`config.mk`:
```
export PLATFORM = sky130hd
export DESIGN_NAME = rgd_cmd
export DESIGN_NICKNAME = d
export VERILOG_FILES = /design/src/rtl/rgd_pkg.sv /design/src/rtl/rgd_cmd.sv /design/src/rtl/rgd_crc16.sv
export SDC_FILE = /design/constraint.sdc
export NUM_CORES = 1
export LEC_CHECK = 0
export BUFFER_PORTS_ARGS = -buffer_cell sky130_fd_sc_hd__buf_2
export CAP_MARGIN = 10
export CORE_MARGIN = 5
export CORE_UTILIZATION = 45
export DETAILED_ROUTE_END_ITERATION = 12
export PLACE_DENSITY = 0.66
export SYNTH_ARGS = -nofsm -noshare
export SYNTH_HDL_FRONTEND = slang
export SYNTH_SLANG_ARGS = --single-unit
```
`constraint.sdc`:
```
create_clock -name clk_i -period 2.3 [get_ports clk_i]
set_input_delay 0.23 -clock clk_i [delete_from_list [all_inputs] [get_ports clk_i]]
set_output_delay 0.23 -clock clk_i [all_outputs]
set_load 0.05 [all_outputs]
```
`src/rtl/rgd_pkg.sv`:
```
// constants, types and helpers shared by the read-guard and alarm-flag command handler
package rgd_pkg;

  // timing
  localparam int unsigned CLK_HZ = 20_000_000;
  localparam int unsigned REPLY_WINDOW_MS = 20;
  localparam int unsigned REPLY_WINDOW_CYC = (CLK_HZ / 1000) * REPLY_WINDOW_MS;

  // command opcodes and frame lengths in bits
  localparam logic [15:0] OP_CLEAR_GUARD = 16'hE002;
  localparam logic [15:0] OP_SET_ALARM = 16'hE003;
  localparam logic [6:0] LEN_CLEAR_GUARD = 7'h50;
  localparam logic [6:0] LEN_SET_ALARM = 7'h31;

  // field positions inside the receive shift register, counted from the last bit
  localparam int unsigned RX_W = 80;
  localparam int unsigned POS_HANDLE = 16;
  localparam int unsigned POS_PASSWORD = 32;
  localparam int unsigned POS_ACTION = 32;
  localparam int unsigned POS_OP_CLEAR = 64;
  localparam int unsigned POS_OP_ALARM = 33;

  // crc-16: preset, polynomial, good residue
  localparam logic [15:0] CRC_PRESET = 16'hFFFF;
  localparam logic [15:0] CRC_POLY = 16'h1021;
  localparam logic [15:0] CRC_RESIDUE = 16'h1D0F;
  localparam logic [4:0] CRC_BITS = 5'h10;

  // replies: header + handle, or header + error code + handle
  localparam int unsigned TX_W = 25;
  localparam logic [4:0] LEN_REPLY_OK = 5'h11;
  localparam logic [4:0] LEN_REPLY_ERR = 5'h19;
  localparam logic [7:0] ERR_CODE_GENERIC = 8'h0F;

  // configuration word bit positions
  localparam int unsigned CFG_ALARM_BIT = 15;
  localparam int unsigned CFG_IDENT_GUARD_BIT = 14;
  localparam int unsigned CFG_CODE_GUARD_BIT = 13;

  // apb register map
  localparam logic [7:0] REG_CTRL = 8'h00;
  localparam logic [7:0] REG_ACCESS_PW = 8'h04;
  localparam logic [7:0] REG_CONFIG = 8'h08;
  localparam logic [7:0] REG_STATUS = 8'h0C;
  localparam int unsigned CTRL_EN_BIT = 0;
  localparam logic CTRL_EN_RST = 1'b1;
  localparam logic [31:0] ACCESS_PW_RST = 32'h0000_0000;
  localparam int unsigned STAT_OK_LSB = 0;
  localparam int unsigned STAT_IGN_LSB = 8;
  localparam int unsigned STAT_ERR_LSB = 16;
  localparam int unsigned STAT_RES_LSB = 24;

  typedef enum logic [2:0] {
    TAG_READY = 3'h0,
    TAG_ARBITRATE = 3'h1,
    TAG_REPLY = 3'h2,
    TAG_ACKNOWLEDGED = 3'h3,
    TAG_OPEN = 3'h4,
    TAG_SECURED = 3'h5,
    TAG_KILLED = 3'h6
  } rgd_tag_state_t;

  typedef enum logic [2:0] {
    S_IDLE = 3'h0,
    S_RX = 3'h1,
    S_EVAL = 3'h3,
    S_COMMIT = 3'h2,
    S_TX_DATA = 3'h6,
    S_TX_LOAD = 3'h7,
    S_TX_CRC = 3'h5
  } rgd_fsm_t;

  typedef enum logic [1:0] {
    RES_NONE = 2'h0,
    RES_OK = 2'h1,
    RES_ERROR = 2'h2,
    RES_IGNORED = 2'h3
  } rgd_res_t;

  typedef struct packed {
    logic alarm;
    logic ident_guard;
    logic code_guard;
  } rgd_flags_t;

  typedef struct packed {
    logic psel;
    logic penable;
    logic pwrite;
    logic [7:0] paddr;
    logic [31:0] pwdata;
  } rgd_apb_req_t;

  typedef struct packed {
    logic [31:0] prdata;
    logic pready;
    logic pslverr;
  } rgd_apb_rsp_t;

  typedef struct packed {
    logic sof;
    logic fsync;
    logic valid;
    logic data;
    logic eof;
  } rgd_rx_t;

  typedef struct packed {
    logic valid;
    logic data;
    logic last;
    logic ext_preamble;
  } rgd_tx_t;

  typedef struct packed {
    logic req;
    rgd_flags_t flags;
  } rgd_nvm_req_t;

  // one serial crc-16 step, data msb first
  function automatic logic [15:0] crc16_step(input logic [15:0] crc, input logic din);
    crc16_step = {crc[14:0], 1'b0} ^ ((crc[15] ^ din) ? CRC_POLY : 16'h0000);
  endfunction : crc16_step

  // undo the password scramble with the doubled rn16
  function automatic logic [31:0] unscramble(input logic [31:0] field, input logic [15:0] rn16);
    unscramble = field ^ {rn16, rn16};
  endfunction : unscramble

endpackage : rgd_pkg

```
`src/rtl/rgd_cmd.sv`:
```
// custom command handler: clear read guard and set/clear alarm flag
`timescale 1ns/10ps
`default_nettype none
// What this block does
// - clear command clears both read guards
// - decode clear frame: opcode, password, handle, crc
// - unscramble password with doubled rn16
// - crc spans opcode through handle
// - success reply: 0, handle, crc
// - replies always use extended preamble
// - failure backscatters an error code instead
// - alarm command runs only when secured
// - alarm ignored: zero password, bad crc/handle
// - decode alarm frame: opcode, action, handle, crc
// - alarm flag follows the action bit
// - alarm query enabled from next power-up
// - select plus query remains an alternative
// - alarm: silent, arbitrate states fall back
// - secured: good handle replies, bad stays silent
// - clear ignored when access password zero
// - flags live at bits 15, 14, 13
module rgd_cmd #(
  parameter int unsigned TIMEOUT_CYC = rgd_pkg::REPLY_WINDOW_CYC
) (
  // clock and reset
  input wire logic clk_i,
  input wire logic srst_i,
  // register bus
  input wire rgd_pkg::rgd_apb_req_t apb_i,
  output rgd_pkg::rgd_apb_rsp_t apb_o,
  // demodulated reader frames and tag context
  input wire rgd_pkg::rgd_rx_t rx_i,
  input wire rgd_pkg::rgd_tag_state_t tag_state_i,
  input wire logic [15:0] handle_i,
  input wire logic [15:0] rn16_i,
  input wire logic reqrn_i,
  // backscatter bits
  output rgd_pkg::rgd_tx_t tx_o,
  input wire logic tx_ready_i,
  // non-volatile flag store
  output rgd_pkg::rgd_nvm_req_t nvm_o,
  input wire logic nvm_done_i,
  input wire logic nvm_err_i,
  input wire rgd_pkg::rgd_flags_t nvm_flags_i,
  // effects on the tag
  output logic goto_arb_o,
  output rgd_pkg::rgd_flags_t flags_o,
  output logic alarm_query_en_o
);

  localparam int unsigned TW = $clog2(TIMEOUT_CYC + 1);
  localparam logic [TW-1:0] TMO_LAST = TW'(TIMEOUT_CYC - 1);

  typedef struct packed {
    rgd_pkg::rgd_fsm_t fsm;
    logic fsync;
    logic [rgd_pkg::RX_W-1:0] rx_sr;
    logic [6:0] rx_cnt;
    logic [rgd_pkg::TX_W-1:0] tx_sr;
    logic [4:0] tx_cnt;
    logic txv;
    logic tx_last;
    logic ext_pre;
    logic [TW-1:0] tmo;
    rgd_pkg::rgd_nvm_req_t nvm;
    logic goto_arb;
    rgd_pkg::rgd_flags_t flags;
    logic alarm_en;
    logic boot;
    logic ctrl_en;
    logic [31:0] apw;
    rgd_pkg::rgd_apb_rsp_t apb;
    rgd_pkg::rgd_res_t last_res;
    logic [7:0] ok_cnt;
    logic [7:0] ign_cnt;
    logic [7:0] err_cnt;
  } rgd_st_t;

  rgd_st_t st_r;
  rgd_st_t st_nxt;

  logic rx_crc_init;
  logic rx_crc_en;
  logic [15:0] rx_crc;
  logic tx_crc_init;
  logic tx_crc_en;
  logic [15:0] tx_crc;

  logic [15:0] rx_handle;
  logic [31:0] rx_pw;
  logic is_clear;
  logic is_alarm;
  logic crc_ok;
  logic hdl_ok;
  logic tx_take;

  assign is_clear = (st_r.rx_cnt == rgd_pkg::LEN_CLEAR_GUARD) &&
                    (st_r.rx_sr[rgd_pkg::POS_OP_CLEAR +: 16] == rgd_pkg::OP_CLEAR_GUARD);
  assign is_alarm = (st_r.rx_cnt == rgd_pkg::LEN_SET_ALARM) &&
                    (st_r.rx_sr[rgd_pkg::POS_OP_ALARM +: 16] == rgd_pkg::OP_SET_ALARM);
  assign crc_ok = (rx_crc == rgd_pkg::CRC_RESIDUE);
  assign rx_handle = st_r.rx_sr[rgd_pkg::POS_HANDLE +: 16];
  assign rx_pw = rgd_pkg::unscramble(st_r.rx_sr[rgd_pkg::POS_PASSWORD +: 32], rn16_i);
  assign hdl_ok = (rx_handle == handle_i);
  assign tx_take = st_r.txv && tx_ready_i;

  rgd_crc16 u_rx_crc (
    .clk_i(clk_i),
    .srst_i(srst_i),
    .init_i(rx_crc_init),
    .en_i(rx_crc_en),
    .bit_i(rx_i.data),
    .crc_o(rx_crc)
  );

  rgd_crc16 u_tx_crc (
    .clk_i(clk_i),
    .srst_i(srst_i),
    .init_i(tx_crc_init),
    .en_i(tx_crc_en),
    .bit_i(st_r.tx_sr[rgd_pkg::TX_W-1]),
    .crc_o(tx_crc)
  );

  always_comb begin
    logic commit;
    logic ours;
    rgd_pkg::rgd_flags_t nf;
    commit = 1'b0;
    ours = 1'b0;
    nf = st_r.flags;
    st_nxt = st_r;
    st_nxt.goto_arb = 1'b0;
    st_nxt.apb.pready = 1'b0;
    rx_crc_init = 1'b0;
    rx_crc_en = 1'b0;
    tx_crc_init = 1'b0;
    tx_crc_en = 1'b0;

    // alarm query follows the flag as found at power-up
    if (st_r.boot) begin
      st_nxt.boot = 1'b0;
      st_nxt.flags = nvm_flags_i;
      st_nxt.alarm_en = nvm_flags_i.alarm;
    end

    // apb slave: one wait state, read data registered
    if (apb_i.psel && apb_i.penable && !st_r.apb.pready) begin
      st_nxt.apb.pready = 1'b1;
      st_nxt.apb.pslverr = 1'b0;
      st_nxt.apb.prdata = 32'h0000_0000;
      case (apb_i.paddr)
        rgd_pkg::REG_CTRL: st_nxt.apb.prdata[rgd_pkg::CTRL_EN_BIT] = st_r.ctrl_en;
        rgd_pkg::REG_ACCESS_PW: st_nxt.apb.prdata = st_r.apw;
        rgd_pkg::REG_CONFIG: begin
          // flag positions in the configuration word
          st_nxt.apb.prdata[rgd_pkg::CFG_ALARM_BIT] = st_r.flags.alarm;
          st_nxt.apb.prdata[rgd_pkg::CFG_IDENT_GUARD_BIT] = st_r.flags.ident_guard;
          st_nxt.apb.prdata[rgd_pkg::CFG_CODE_GUARD_BIT] = st_r.flags.code_guard;
        end
        rgd_pkg::REG_STATUS: begin
          st_nxt.apb.prdata[rgd_pkg::STAT_OK_LSB +: 8] = st_r.ok_cnt;
          st_nxt.apb.prdata[rgd_pkg::STAT_IGN_LSB +: 8] = st_r.ign_cnt;
          st_nxt.apb.prdata[rgd_pkg::STAT_ERR_LSB +: 8] = st_r.err_cnt;
          st_nxt.apb.prdata[rgd_pkg::STAT_RES_LSB +: 2] = st_r.last_res;
        end
        default: st_nxt.apb.pslverr = 1'b1;
      endcase
    end
    if (apb_i.psel && apb_i.penable && st_r.apb.pready && apb_i.pwrite && !st_r.apb.pslverr) begin
      if (apb_i.paddr == rgd_pkg::REG_CTRL) begin
        st_nxt.ctrl_en = apb_i.pwdata[rgd_pkg::CTRL_EN_BIT];
      end
      if (apb_i.paddr == rgd_pkg::REG_ACCESS_PW) begin
        st_nxt.apw = apb_i.pwdata;
      end
    end

    case (st_r.fsm)
      rgd_pkg::S_IDLE: begin
        if (rx_i.sof) begin
          st_nxt.fsm = rgd_pkg::S_RX;
          st_nxt.fsync = rx_i.fsync;
          st_nxt.rx_cnt = 7'h00;
          rx_crc_init = 1'b1;
        end
      end
      rgd_pkg::S_RX: begin
        if (rx_i.valid) begin
          st_nxt.rx_sr = {st_r.rx_sr[rgd_pkg::RX_W-2:0], rx_i.data};
          // saturate so overlong frames never alias a short one
          if (st_r.rx_cnt != 7'h7F) begin
            st_nxt.rx_cnt = st_r.rx_cnt + 7'h01;
          end
          rx_crc_en = 1'b1;
        end
        if (rx_i.eof) begin
          st_nxt.fsm = rgd_pkg::S_EVAL;
        end
      end
      rgd_pkg::S_EVAL: begin
        st_nxt.fsm = rgd_pkg::S_IDLE;
        ours = (is_clear || is_alarm) && st_r.ctrl_en;
        // frame-sync start expected; bad crc ignored
        if (ours && crc_ok && st_r.fsync && (st_r.apw != 32'h0000_0000)) begin
          case (tag_state_i)
            rgd_pkg::TAG_ARBITRATE, rgd_pkg::TAG_REPLY, rgd_pkg::TAG_ACKNOWLEDGED: begin
              st_nxt.goto_arb = 1'b1;
            end
            rgd_pkg::TAG_OPEN, rgd_pkg::TAG_SECURED: begin
              if (is_clear && hdl_ok) begin
                if (rx_pw != st_r.apw) begin
                  st_nxt.goto_arb = 1'b1;
                end else if (reqrn_i) begin
                  commit = 1'b1;
                  nf.ident_guard = 1'b0;
                  nf.code_guard = 1'b0;
                end
              end
              if (is_alarm && hdl_ok && (tag_state_i == rgd_pkg::TAG_SECURED)) begin
                commit = 1'b1;
                nf.alarm = st_r.rx_sr[rgd_pkg::POS_ACTION];
              end
            end
            default: begin
            end
          endcase
        end
        if (commit) begin
          st_nxt.fsm = rgd_pkg::S_COMMIT;
          st_nxt.nvm.req = 1'b1;
          st_nxt.nvm.flags = nf;
          st_nxt.tmo = '0;
        end else if (ours) begin
          st_nxt.last_res = rgd_pkg::RES_IGNORED;
          st_nxt.ign_cnt = st_r.ign_cnt + 8'h01;
        end
      end
      rgd_pkg::S_COMMIT: begin
        st_nxt.tmo = st_r.tmo + TW'(1);
        // reply once the store answers with done or error, or once the timeout runs out
        if (nvm_done_i || nvm_err_i || (st_r.tmo == TMO_LAST)) begin
          st_nxt.nvm.req = 1'b0;
          st_nxt.fsm = rgd_pkg::S_TX_DATA;
          st_nxt.txv = 1'b1;
          // extended preamble regardless of round setting
          st_nxt.ext_pre = 1'b1;
          tx_crc_init = 1'b1;
          if (nvm_done_i) begin
            st_nxt.flags = st_r.nvm.flags;
            st_nxt.tx_sr = {1'b0, handle_i, 8'h00};
            st_nxt.tx_cnt = rgd_pkg::LEN_REPLY_OK;
            st_nxt.last_res = rgd_pkg::RES_OK;
            st_nxt.ok_cnt = st_r.ok_cnt + 8'h01;
          end else begin
            // error code instead of success reply
            st_nxt.tx_sr = {1'b1, rgd_pkg::ERR_CODE_GENERIC, handle_i};
            st_nxt.tx_cnt = rgd_pkg::LEN_REPLY_ERR;
            st_nxt.last_res = rgd_pkg::RES_ERROR;
            st_nxt.err_cnt = st_r.err_cnt + 8'h01;
          end
        end
      end
      rgd_pkg::S_TX_DATA: begin
        if (tx_take) begin
          tx_crc_en = 1'b1;
          st_nxt.tx_sr = {st_r.tx_sr[rgd_pkg::TX_W-2:0], 1'b0};
          st_nxt.tx_cnt = st_r.tx_cnt - 5'h01;
          if (st_r.tx_cnt == 5'h01) begin
            st_nxt.txv = 1'b0;
            st_nxt.fsm = rgd_pkg::S_TX_LOAD;
          end
        end
      end
      rgd_pkg::S_TX_LOAD: begin
        // one idle bit slot lets the crc settle; the modulator must tolerate it
        st_nxt.tx_sr = {~tx_crc, 9'h000};
        st_nxt.tx_cnt = rgd_pkg::CRC_BITS;
        st_nxt.txv = 1'b1;
        st_nxt.fsm = rgd_pkg::S_TX_CRC;
      end
      rgd_pkg::S_TX_CRC: begin
        if (tx_take) begin
          st_nxt.tx_sr = {st_r.tx_sr[rgd_pkg::TX_W-2:0], 1'b0};
          st_nxt.tx_cnt = st_r.tx_cnt - 5'h01;
          st_nxt.tx_last = (st_r.tx_cnt == 5'h02);
          if (st_r.tx_cnt == 5'h01) begin
            st_nxt.txv = 1'b0;
            st_nxt.ext_pre = 1'b0;
            st_nxt.tx_last = 1'b0;
            st_nxt.fsm = rgd_pkg::S_IDLE;
          end
        end
      end
      default: st_nxt.fsm = rgd_pkg::S_IDLE;
    endcase
  end

  always_ff @(posedge clk_i) begin
    if (srst_i) begin
      st_r <= '0;
      st_r.boot <= 1'b1;
      st_r.ctrl_en <= rgd_pkg::CTRL_EN_RST;
      st_r.apw <= rgd_pkg::ACCESS_PW_RST;
    end else begin
      st_r <= st_nxt;
    end
  end

  assign apb_o = st_r.apb;
  assign tx_o = '{valid: st_r.txv, data: st_r.tx_sr[rgd_pkg::TX_W-1], last: st_r.tx_last,
                  ext_preamble: st_r.ext_pre};
  assign nvm_o = st_r.nvm;
  assign goto_arb_o = st_r.goto_arb;
  assign flags_o = st_r.flags;
  assign alarm_query_en_o = st_r.alarm_en;

endmodule : rgd_cmd
`default_nettype wire

```
`src/rtl/rgd_crc16.sv`:
```
// serial crc-16 engine, one bit per clock
`timescale 1ns/10ps
`default_nettype none
module rgd_crc16 (
  // clock and reset
  input wire logic clk_i,
  input wire logic srst_i,
  // control and data
  input wire logic init_i,
  input wire logic en_i,
  input wire logic bit_i,
  // result
  output logic [15:0] crc_o
);

  typedef struct packed {
    logic [15:0] crc;
  } rgd_crc_st_t;

  rgd_crc_st_t st_r;
  rgd_crc_st_t st_nxt;

  always_comb begin
    st_nxt = st_r;
    if (init_i) begin
      st_nxt.crc = rgd_pkg::CRC_PRESET;
    end else if (en_i) begin
      st_nxt.crc = rgd_pkg::crc16_step(st_r.crc, bit_i);
    end
  end

  always_ff @(posedge clk_i) begin
    if (srst_i) begin
      st_r <= '{crc: rgd_pkg::CRC_PRESET};
    end else begin
      st_r <= st_nxt;
    end
  end

  assign crc_o = st_r.crc;

endmodule : rgd_crc16
`default_nettype wire

```
# Yosys cells after proc, flatten, opt, wreduce, memory -nomap -nowiden
# Index checks and enable logic that the tools add are counted.
# Widths: inputs -> output; s select.
# classes
add_sub_neg	6
n_eq_ne	37
muxes	68
n_bitwise	10
n_reduce_logical	50
# op_table
op	count
$pmux 31 s4	1
$mux 31	2
$pmux 20 s2	1
$mux 3	12
$mux 33	1
$eq 16x16->1 const B	2
$ne 32x32->1	1
$reduce_bool 32->1	1
$xor 16x16->16	2
$xor 32x32->32	1
$mux 30	1
$mux 13	2
$add 8x1->8 const B	3
$ne 2x2->1 const B	12
$pmux 12 s2	1
$mux 23	1
$mux 1	22
$mux 7	3
$pmux 3 s7	1
$pmux 10 s2	1
$add 19x1->19 const B	1
$eq 19x19->1 const B	1
$eq 16x13->1 const B	1
$eq 16x16->1	1
41 further kinds	96
# word_totals
regBits	278
in_bits	92
out_inout_bits	47
elab_cells	202

# Logic depth before layout (Yosys ltp)
# Gate-level depths: netlist of run 1.
# logic_depth
word_depth	11
depth_mapped	10
ltp_nobuf	9

# Hierarchy
# Synthesis of run 1 repeated with hierarchy kept, for this count alone.
# unflattened
cells_unflattened	1540
hier_area_um2	13125.1
# by_module_without_submodules
mod	n_inst	cells_per_inst	area_per_inst_um2
rgd_cmd	1	1428	11876.4
rgd_crc16	2	56	624.3

# Least setup slack after synthesis of run 1
# No wires, ideal clock.
# synth_timing
path_type	flip-flop to flip-flop
start	reg st_r[245] (netlist name)
end	reg st_r[121] (netlist name)
arrival_time_ns	2.365
required_time_ns	2.233
slack_ns	-0.132
stages_incl_launch_ff	10
period_less_slack_ns	2.432
cell_sequence	dfxtp_1 buf_6 or3b_1 buf_6 or4_4 or3_4 nor2_2 nand3_1 or3_1 o21ai_2
# synth_via
elab_chain_cells	3
# synth_rtl
element	line	text
start: declaration	rgd_cmd.sv:79	rgd_st_t st_r;
start signal: assignment	rgd_cmd.sv:306	st_r <= st_nxt;
$eq 3x2->1	rgd_cmd.sv:179	case (st_r.fsm)
$ne 2x2->1 (no source line) or $reduce_bool 2->1 (tied branches)	--	
$reduce_and 2->1 (no source line)	--	
# Parallel ways exist; a longest one is shown, timed or not.
# A chain may end at the register's enable or synchronous reset.

# Worst setup path in the final report of run 1
# layout_timing
start	reg st_r[237] (netlist name)
end	reg st_r (netlist bit nvm_o[1])
# layout_via
elab_chain_cells	10
# layout_rtl
element	line	text
$eq 16x16->1 *	rgd_cmd.sv:98	(st_r.rx_sr[rgd_pkg::POS_OP_CLEAR +: 16] == rgd_pkg::OP_CLEAR_GUARD);
$logic_and 1x1->1 *	rgd_cmd.sv:97	assign is_clear = (st_r.rx_cnt == rgd_pkg::LEN_CLEAR_GUARD) &&
branches (longest 8 deep; another with $reduce_and 2->1)	--	
# Mark *: on every way between the ends. The select of a mux whose other input is x is not followed.

==> run summary, run 1 <==
Routed WL: 36.1 mm
RSZ-0062 raised after global routing: yes
Final setup viols: 2
Final Hold Vio Count: 0
Layout cells sized above 1: 0.233
CTS root buffer: clkbuf_16
H-tree Lvls: 1
Fin Setup TNS: -0.0363 ns
Status: finished with violations
Placed insts: 2,035
Finished Layout Cells: 2,139
# Max-Cap Violations: 0
Starting Density: 0.457
Yosys warns: 0
Vias/cell: 5.50
RR Startpoint: st_r[237]$_SDFFE_PP0P_
Hold slack: 0.0198 ns
Wire per inst: 16.9 um
Tot GR Track Use: 0.216
Clock power share: 0.467
Vias in the first global route: 11,100
Synth area leaders: dfxtp_1, nand2_1, a21oi_1
Layout area overhead: 26.2%
Clk buf depth: 3
Mux contribution to synthesized area: 0.0399
CTS Sinks: 278
Clock Latency Late Sink: 0.55 ns
Post-synthesis xor/xnor area fraction: 0.0621
Synth top area share: 0.438
CP endpoint kind: flip-flop
Rows: 61
Max-slew violations: 0
Commonest cells after routing, fill and taps aside: nand2_1, dfxtp_1, buf_2, a21oi_1, nor2_1
Post-DP Area: 14,100 um^2
Critical path arrival: 2.76 ns
Logic pwr share: 0.085
Antenna Nets Post-Route: 0
Int Pwr: 8.47 mW
Cts bufs inserted: 30
Main combinational cell family by area after synthesis: simple AND/OR/NAND/NOR gates
Drt first-iter violations: 915
Overall power: 11.1 mW
Final period util: 1.01
Initial antenna violation count: 2
EDFF count, synth: 0
Fraction of registers with async set/reset: 0
CP Max Fanout: 4
Io pins: 139
Slew @ Worst Pin: 0.998 ns
#FFs+latches synth: 278
GPL Wtd Cong: 0.960
Failing checks: negative setup slack
DRC viols: 0
CP Class: reg -> reg
Post-synthesis simple-gate area fraction: 0.247
Clk slew on worst S/H paths: 0.06 ns
Critical-path top delay cell: or4_4
Commonest non-fill, non-tap cell in the layout: nand2_1
Relative slew slack: 0.332
Sw Ratio: 0.238
Worst hold path type: in -> reg
Tmin final: 2.33 ns
Hold_sp: srst_i
Critical Path Max Stage Delay: 0.54 ns
Most used flip-flop cell after synthesis: dfxtp_1
Leakage: 6.22 nW
DR pass1 iterations: 5
Hpwl dp: 24.5 mm
Syn nets: 1,659
Synthesized netlist cell count: 1,557
Final setup margin: -0.0282 ns
Worst Path Required: 2.73 ns
Total number of vias: 11,800
Die W: 178 um
Peak Freq: 430 MHz
IO buf count: 138
CP startpoint kind: flip-flop
Synth unique cells: 66
VDD IR max: 0.492 mV
Compound-Gate Fraction of Synth Area: 0.142
Fin util: 0.577
Mean Syn Cell Area: 8.15 um^2
CORE AREA: 27,800 um^2
Most frequent CP cell: buf_4
Critical Path Source: st_r[237]$_SDFFE_PP0P_
Reg power frac: 0.448
First-pass GRT wire length: 56.5 mm
Place WS: -0.358 ns
Die Ht: 178 um
Pin count of the biggest net entering global routing: 85
Post-route cell area: 16,000 um^2
Overflow after GRT: 0
Sequential-to-total area share from yosys stat: 0.438
Adder-cell share of the synthesized area: 0.00986
Pwr dens: 693 nW/um^2
CTS tree: yes
Setup skew after layout: 0.0199 ns
Net Switching: 2.64 mW
Worst path cell trace: or4_4 -> nor4_4 -> o211a_1 -> buf_4 -> buf_4 -> nor3b_2 -> buf_6 -> mux2_4
Most area-hungry cell type in the Yosys netlist: dfxtp_1
# nets final: 1,837
DIE AREA: 31,700 um^2
Syn Std Cell Area: 12,700 um^2
==> cells by family (layout without fill, tap and decap cells) <==
logic type      count (synthesis)  count (layout)
xor+xnor                       90              90
flops                         278             278
fa+ha+maj                      10              10
simple gates                  686             686
buf+inv                       154             356
mux                            47              47
compound gates                292             292
other cells                     0               2
==> cell usage after synthesis (15+ instances only) <==
library cell / count
nand2_1: 326
dfxtp_1: 278
a21oi_1: 135
nor2_1: 116
clkbuf_1: 88
nand3_1: 63
xor2_1: 48
buf_4: 45
xnor2_1: 42
nor3_1: 36
a22oi_1: 32
o21ai_0: 31
mux2_2: 29
nand4_1: 26
nor4_1: 21
a211oi_1: 20
mux2i_1: 18
or3_1: 18
nor2b_1: 16
o22ai_1: 16
and3_1: 15
==> layer usage <==
layer / global-route usage / share of wire / up-vias
li1: - / - / 5716
met1: 0.300 / 0.45 / 5552
met2: 0.347 / 0.46 / 403
met3: 0.0317 / 0.060 / 91
met4: 0.0725 / 0.033 / 0
met5: 0 / 0 / -
==> cell type report <==
| type | count | area (um^2) |
|---|---|---|
| antenna | 2 | 5.00 |
| clock buffer | 42 | 867 |
| clock inverter | 14 | 206 |
| fill | 2453 | 11800 |
| inverter | 8 | 30.0 |
| multi-input combinational | 1125 | 6740 |
| sequential | 278 | 5580 |
| tap | 378 | 473 |
| timing repair buffer | 292 | 2120 |
==> power by group through the flow <==
stage / clock (mW) / combinational [mW] / sequential (mW)
5_1_grt: 5.47 / 1.02 / 4.98
3_3_place_gp: 0 / 0.847 / 5.07
4_1_cts: 5.26 / 0.915 / 4.97
3_5_place_dp: 0 / 0.857 / 5.08
6_report: 5.19 / 0.939 / 4.98
2_1_floorplan: 0 / 0.569 / 5.06
==> path summary, 6_finish.rpt <==
| kind | slack (ns) | cells past startpoint | to |
|---|---|---|---|
| setup reg to reg | -0.03 | 8 | nvm_o[1]$_SDFFE_PP0P_ |
| setup / recovery | -0.03 | 8 | nvm_o[1]$_SDFFE_PP0P_ |
| hold / removal | 0.02 | 1 | st_r[93]$_SDFF_PP1_ |
| hold reg to reg | 0.44 | 2 | rx_handle[0]$_SDFFE_PP0P_ |
==> critical path, delay by kind of cell (launching register included) <==
kind	cells	cell delay [ns]
AO/OA/AOI/OAI	1	0.21
flip-flops	1	0.31
buffers and inverters	3	0.37
multiplexers	1	0.30
AND/OR/NAND/NOR	3	1.00
==> flip-flops by register name, summed over array words and instances, names as in the netlist <==
name and flops:
flags_o 3, nvm_o 4, goto_arb_o 1, u_tx_crc.crc_o 16, rx_handle 16, alarm_query_en_o 1, tx_o 4, apb_o 34
st_r 183, u_rx_crc.crc_o 16
==> timing repair <==
| action | 4_1_cts | 5_1_grt |
|---|---|---|
| cloned | 0 | 2 |
| setup buffers | 5 | 2 |
| pin swaps | 15 | 12 |
| endpoints found under the setup margin | 34 | 64 |
| endpoints found under the hold margin | 38 | 0 |
| resized for setup | 27 | 55 |
| hold buffers | 37 | 0 |
No activity file was read; power rests on OpenSTA's default activity.
==> run 2, diff against run 1 <==
--- a/config.mk
+++ b/config.mk
@@ -7,10 +7,13 @@
 export LEC_CHECK = 0
 export BUFFER_PORTS_ARGS = -buffer_cell sky130_fd_sc_hd__buf_2
 export CAP_MARGIN = 10
+export CELL_PAD_IN_SITES_DETAIL_PLACEMENT = 0
+export CELL_PAD_IN_SITES_GLOBAL_PLACEMENT = 1
 export CORE_MARGIN = 5
-export CORE_UTILIZATION = 45
+export CORE_UTILIZATION = 40
 export DETAILED_ROUTE_END_ITERATION = 12
-export PLACE_DENSITY = 0.66
+export GPL_TIMING_DRIVEN = 1
+export PLACE_DENSITY_LB_ADDON = 0.1
 export SYNTH_ARGS = -nofsm -noshare
 export SYNTH_HDL_FRONTEND = slang
 export SYNTH_SLANG_ARGS = --single-unit
==> run summary, run 2 (synthesis gave the netlist of run 1 again) <==
Post-route cell area: 15,700 um^2 (was 16,000 um^2)
CP endpoint kind: flip-flop (unchanged)
DIE AREA: 35,400 um^2 (was 31,700 um^2)
Worst hold path type: in -> reg (unchanged)
Finished Layout Cells: 2,159 (was 2,139)
Critical-path top delay cell: or4_4 (unchanged)
Tmin final: 2.27 ns (was 2.33 ns)
Worst-case reg-to-reg path depth: 8 (unchanged)
H-tree Lvls: 1 (unchanged)
CORE AREA: 31,500 um^2 (was 27,800 um^2)
Initial antenna violation count: 1 (was 2)
Critical Path Max Stage Delay: 0.54 ns (about the same)
R2r endpoint: st_r[13]$_SDFFE_PP0P_ (was nvm_o[1]$_SDFFE_PP0P_)
Layout area overhead: 23.9% (was 26.2%)
Max FFs per register: 183 (unchanged)
Clk slew on worst S/H paths: 0.06 ns (about the same)
Status: complete, no violations (was finished with violations)
Layout cells sized above 1: 0.223 (was 0.233)
CTS root buffer: clkbuf_16 (unchanged)
Wire per inst: 17.2 um (was 16.9 um)
CP Class: reg -> reg (unchanged)
VDD IR max: 0.564 mV (was 0.492 mV)
Overflow after GRT: 0 (unchanged)
Clk buf depth: 3 (unchanged)
Relative slew slack: 0.283 (was 0.332)
Kind of cell adding the most delay to the critical path: simple AND/OR/NAND/NOR gates (unchanged)
Antenna Nets Post-Route: 0 (unchanged)
DRC viols: 0 (unchanged)
Clock Latency Late Sink: 0.56 ns (was 0.55 ns)
CP startpoint kind: flip-flop (unchanged)
Die W: 188 um (was 178 um)
Io pins: 139 (unchanged)
Most frequent CP cell: buf_4 (unchanged)
Reg with most FFs: st_r (unchanged)
DR pass1 iterations: 5 (unchanged)
Rows: 65 (was 61)
Peak Freq: 440 MHz (was 430 MHz)
Vias/cell: 5.25 (was 5.50)
Worst path cell trace: or4_4 -> nor4_2 -> buf_4 -> o211a_1 -> o21ai_1 -> buf_4 -> nor4b_4 -> mux2_4 (was or4_4 -> nor4_4 -> o211a_1 -> buf_4 -> buf_4 -> nor3b_2 -> buf_6 -> mux2_4)
Max-slew violations: 0 (unchanged)
Setup skew after layout: 0.0120 ns (was 0.0199 ns)
Final period util: 0.987 (was 1.01)
Crit path depth: 8 (unchanged)
# Max-Cap Violations: 0 (unchanged)
Post-DP Area: 14,100 um^2 (about the same)
Vias in the first global route: 10,600 (was 11,100)
Placed insts: 2,064 (was 2,035)
Commonest non-fill, non-tap cell in the layout: nand2_1 (unchanged)
Cts bufs inserted: 31 (was 30)
Reg2reg setup slack: 0.03 ns (was -0.03 ns)
Worst path bufs/invs: 2 (was 3)
IO buf count: 138 (unchanged)
RSZ-0062 raised after global routing: yes (unchanged)
Worst Path Required: 2.74 ns (was 2.73 ns)
Die Ht: 188 um (was 178 um)
Final setup viols: 0 (was 2)
Hpwl dp: 26.1 mm (was 24.5 mm)
Critical path arrival: 2.71 ns (was 2.76 ns)
Commonest cells after routing, fill and taps aside: nand2_1, dfxtp_1, buf_2, a21oi_1, nor2_1 (unchanged)
RR Startpoint: st_r[235]$_SDFFE_PP0P_ (was st_r[237]$_SDFFE_PP0P_)
Overall power: 10.7 mW (was 11.1 mW)
Pwr dens: 678 nW/um^2 (was 693 nW/um^2)
Routed WL: 37.2 mm (was 36.1 mm)
# diodes: 0 (was 2)
# nets final: 1,837 (unchanged)
Slew @ Worst Pin: 1.07 ns (was 0.998 ns)
CP Max Fanout: 7 (was 4)
Starting Density: 0.403 (was 0.457)
Crit path to: st_r[13]$_SDFFE_PP0P_ (was nvm_o[1]$_SDFFE_PP0P_)
Tot GR Track Use: 0.201 (was 0.216)
Drt first-iter violations: 778 (was 915)
Pin count of the biggest net entering global routing: 91 (was 85)
Critical Path Source: st_r[235]$_SDFFE_PP0P_ (was st_r[237]$_SDFFE_PP0P_)
Total number of vias: 11,300 (was 11,800)
Final Hold Vio Count: 0 (unchanged)
CTS Sinks: 278 (unchanged)
Leakage: 6.12 nW (was 6.22 nW)
CTS tree: yes (unchanged)
GPL Wtd Cong: 0.850 (was 0.960)
First-pass GRT wire length: 58.6 mm (was 56.5 mm)
## run 2: layer usage
metal  share of wire  wire, um  track usage  up-vias
li1                -         -            -     5710
met1            0.50     18600        0.303     5346
met3           0.037      1380       0.0255       65
met5         0.00019         7            0        -
met2            0.44     16200        0.301      222
met4           0.026       956       0.0553        2
## run 2: tightest hold or removal path: cells and delay by family
family / cells / cell delay [ns]
buf+inv: 1 / 0.10
compound gates: 1 / 0.08
mux: 1 / 0.13
## run 2: cell type report
type / instances / area [um^2]
Fill cell: 3027 / 15700
Multi-Input combinational cell: 1125 / 6610
Sequential cell: 278 / 5580
Timing Repair Buffer: 291 / 2040
Clock buffer: 49 / 913
Tap cell: 402 / 503
Clock inverter: 6 / 55.1
Inverter: 8 / 30.0
## run 2: through the flow
| stage | setup WS (ns) | hold slack [ns] | setup TNS [ns] | util |
|---|---|---|---|---|
| after floorplan | -0.132 | 0.258 | -0.132 | - |
| after global routing | -0.0957 | 0.0481 | -1.09 | 0.500 |
| after detailed placement | -0.309 | 0.440 | -2.40 | 0.449 |
| after CTS | -0.0104 | 0.0141 | -0.0200 | 0.495 |
| after global placement | -0.325 | 0.440 | -2.34 | 0.449 |
| final | 0.0291 | 0.0366 | 0 | 0.500 |
## run 2: how the worst min path moves through the flow
stage	startpoint	endpoint	cells past startpoint
floorplan	srst_i	st_r[93]$_SDFF_PP1_	0
global placement	tag_state_i[2]	goto_arb_o$_SDFF_PP0_	2
detailed placement	tag_state_i[2]	goto_arb_o$_SDFF_PP0_	2
CTS	nvm_flags_i[1]	flags_o[1]$_SDFF_PP0_	3
global route	handle_i[3]	st_r[133]$_SDFFE_PP0P_	3
finish	nvm_flags_i[0]	flags_o[0]$_SDFF_PP0_	3
## run 2: power breakdown
part / total, mW / switching, mW / internal, mW
Sequential: 4.98 / 0.0674 / 4.91
Clock: 4.76 / 1.96 / 2.80
Combinational: 0.924 / 0.568 / 0.355
## run 2: timing repair
action,in CTS,in global routing
resized for setup,25,36
pin swaps,9,12
endpoints found under the hold margin,44,0
hold buffers,38,0
endpoints found under the setup margin,29,43
buffers inserted,1,2
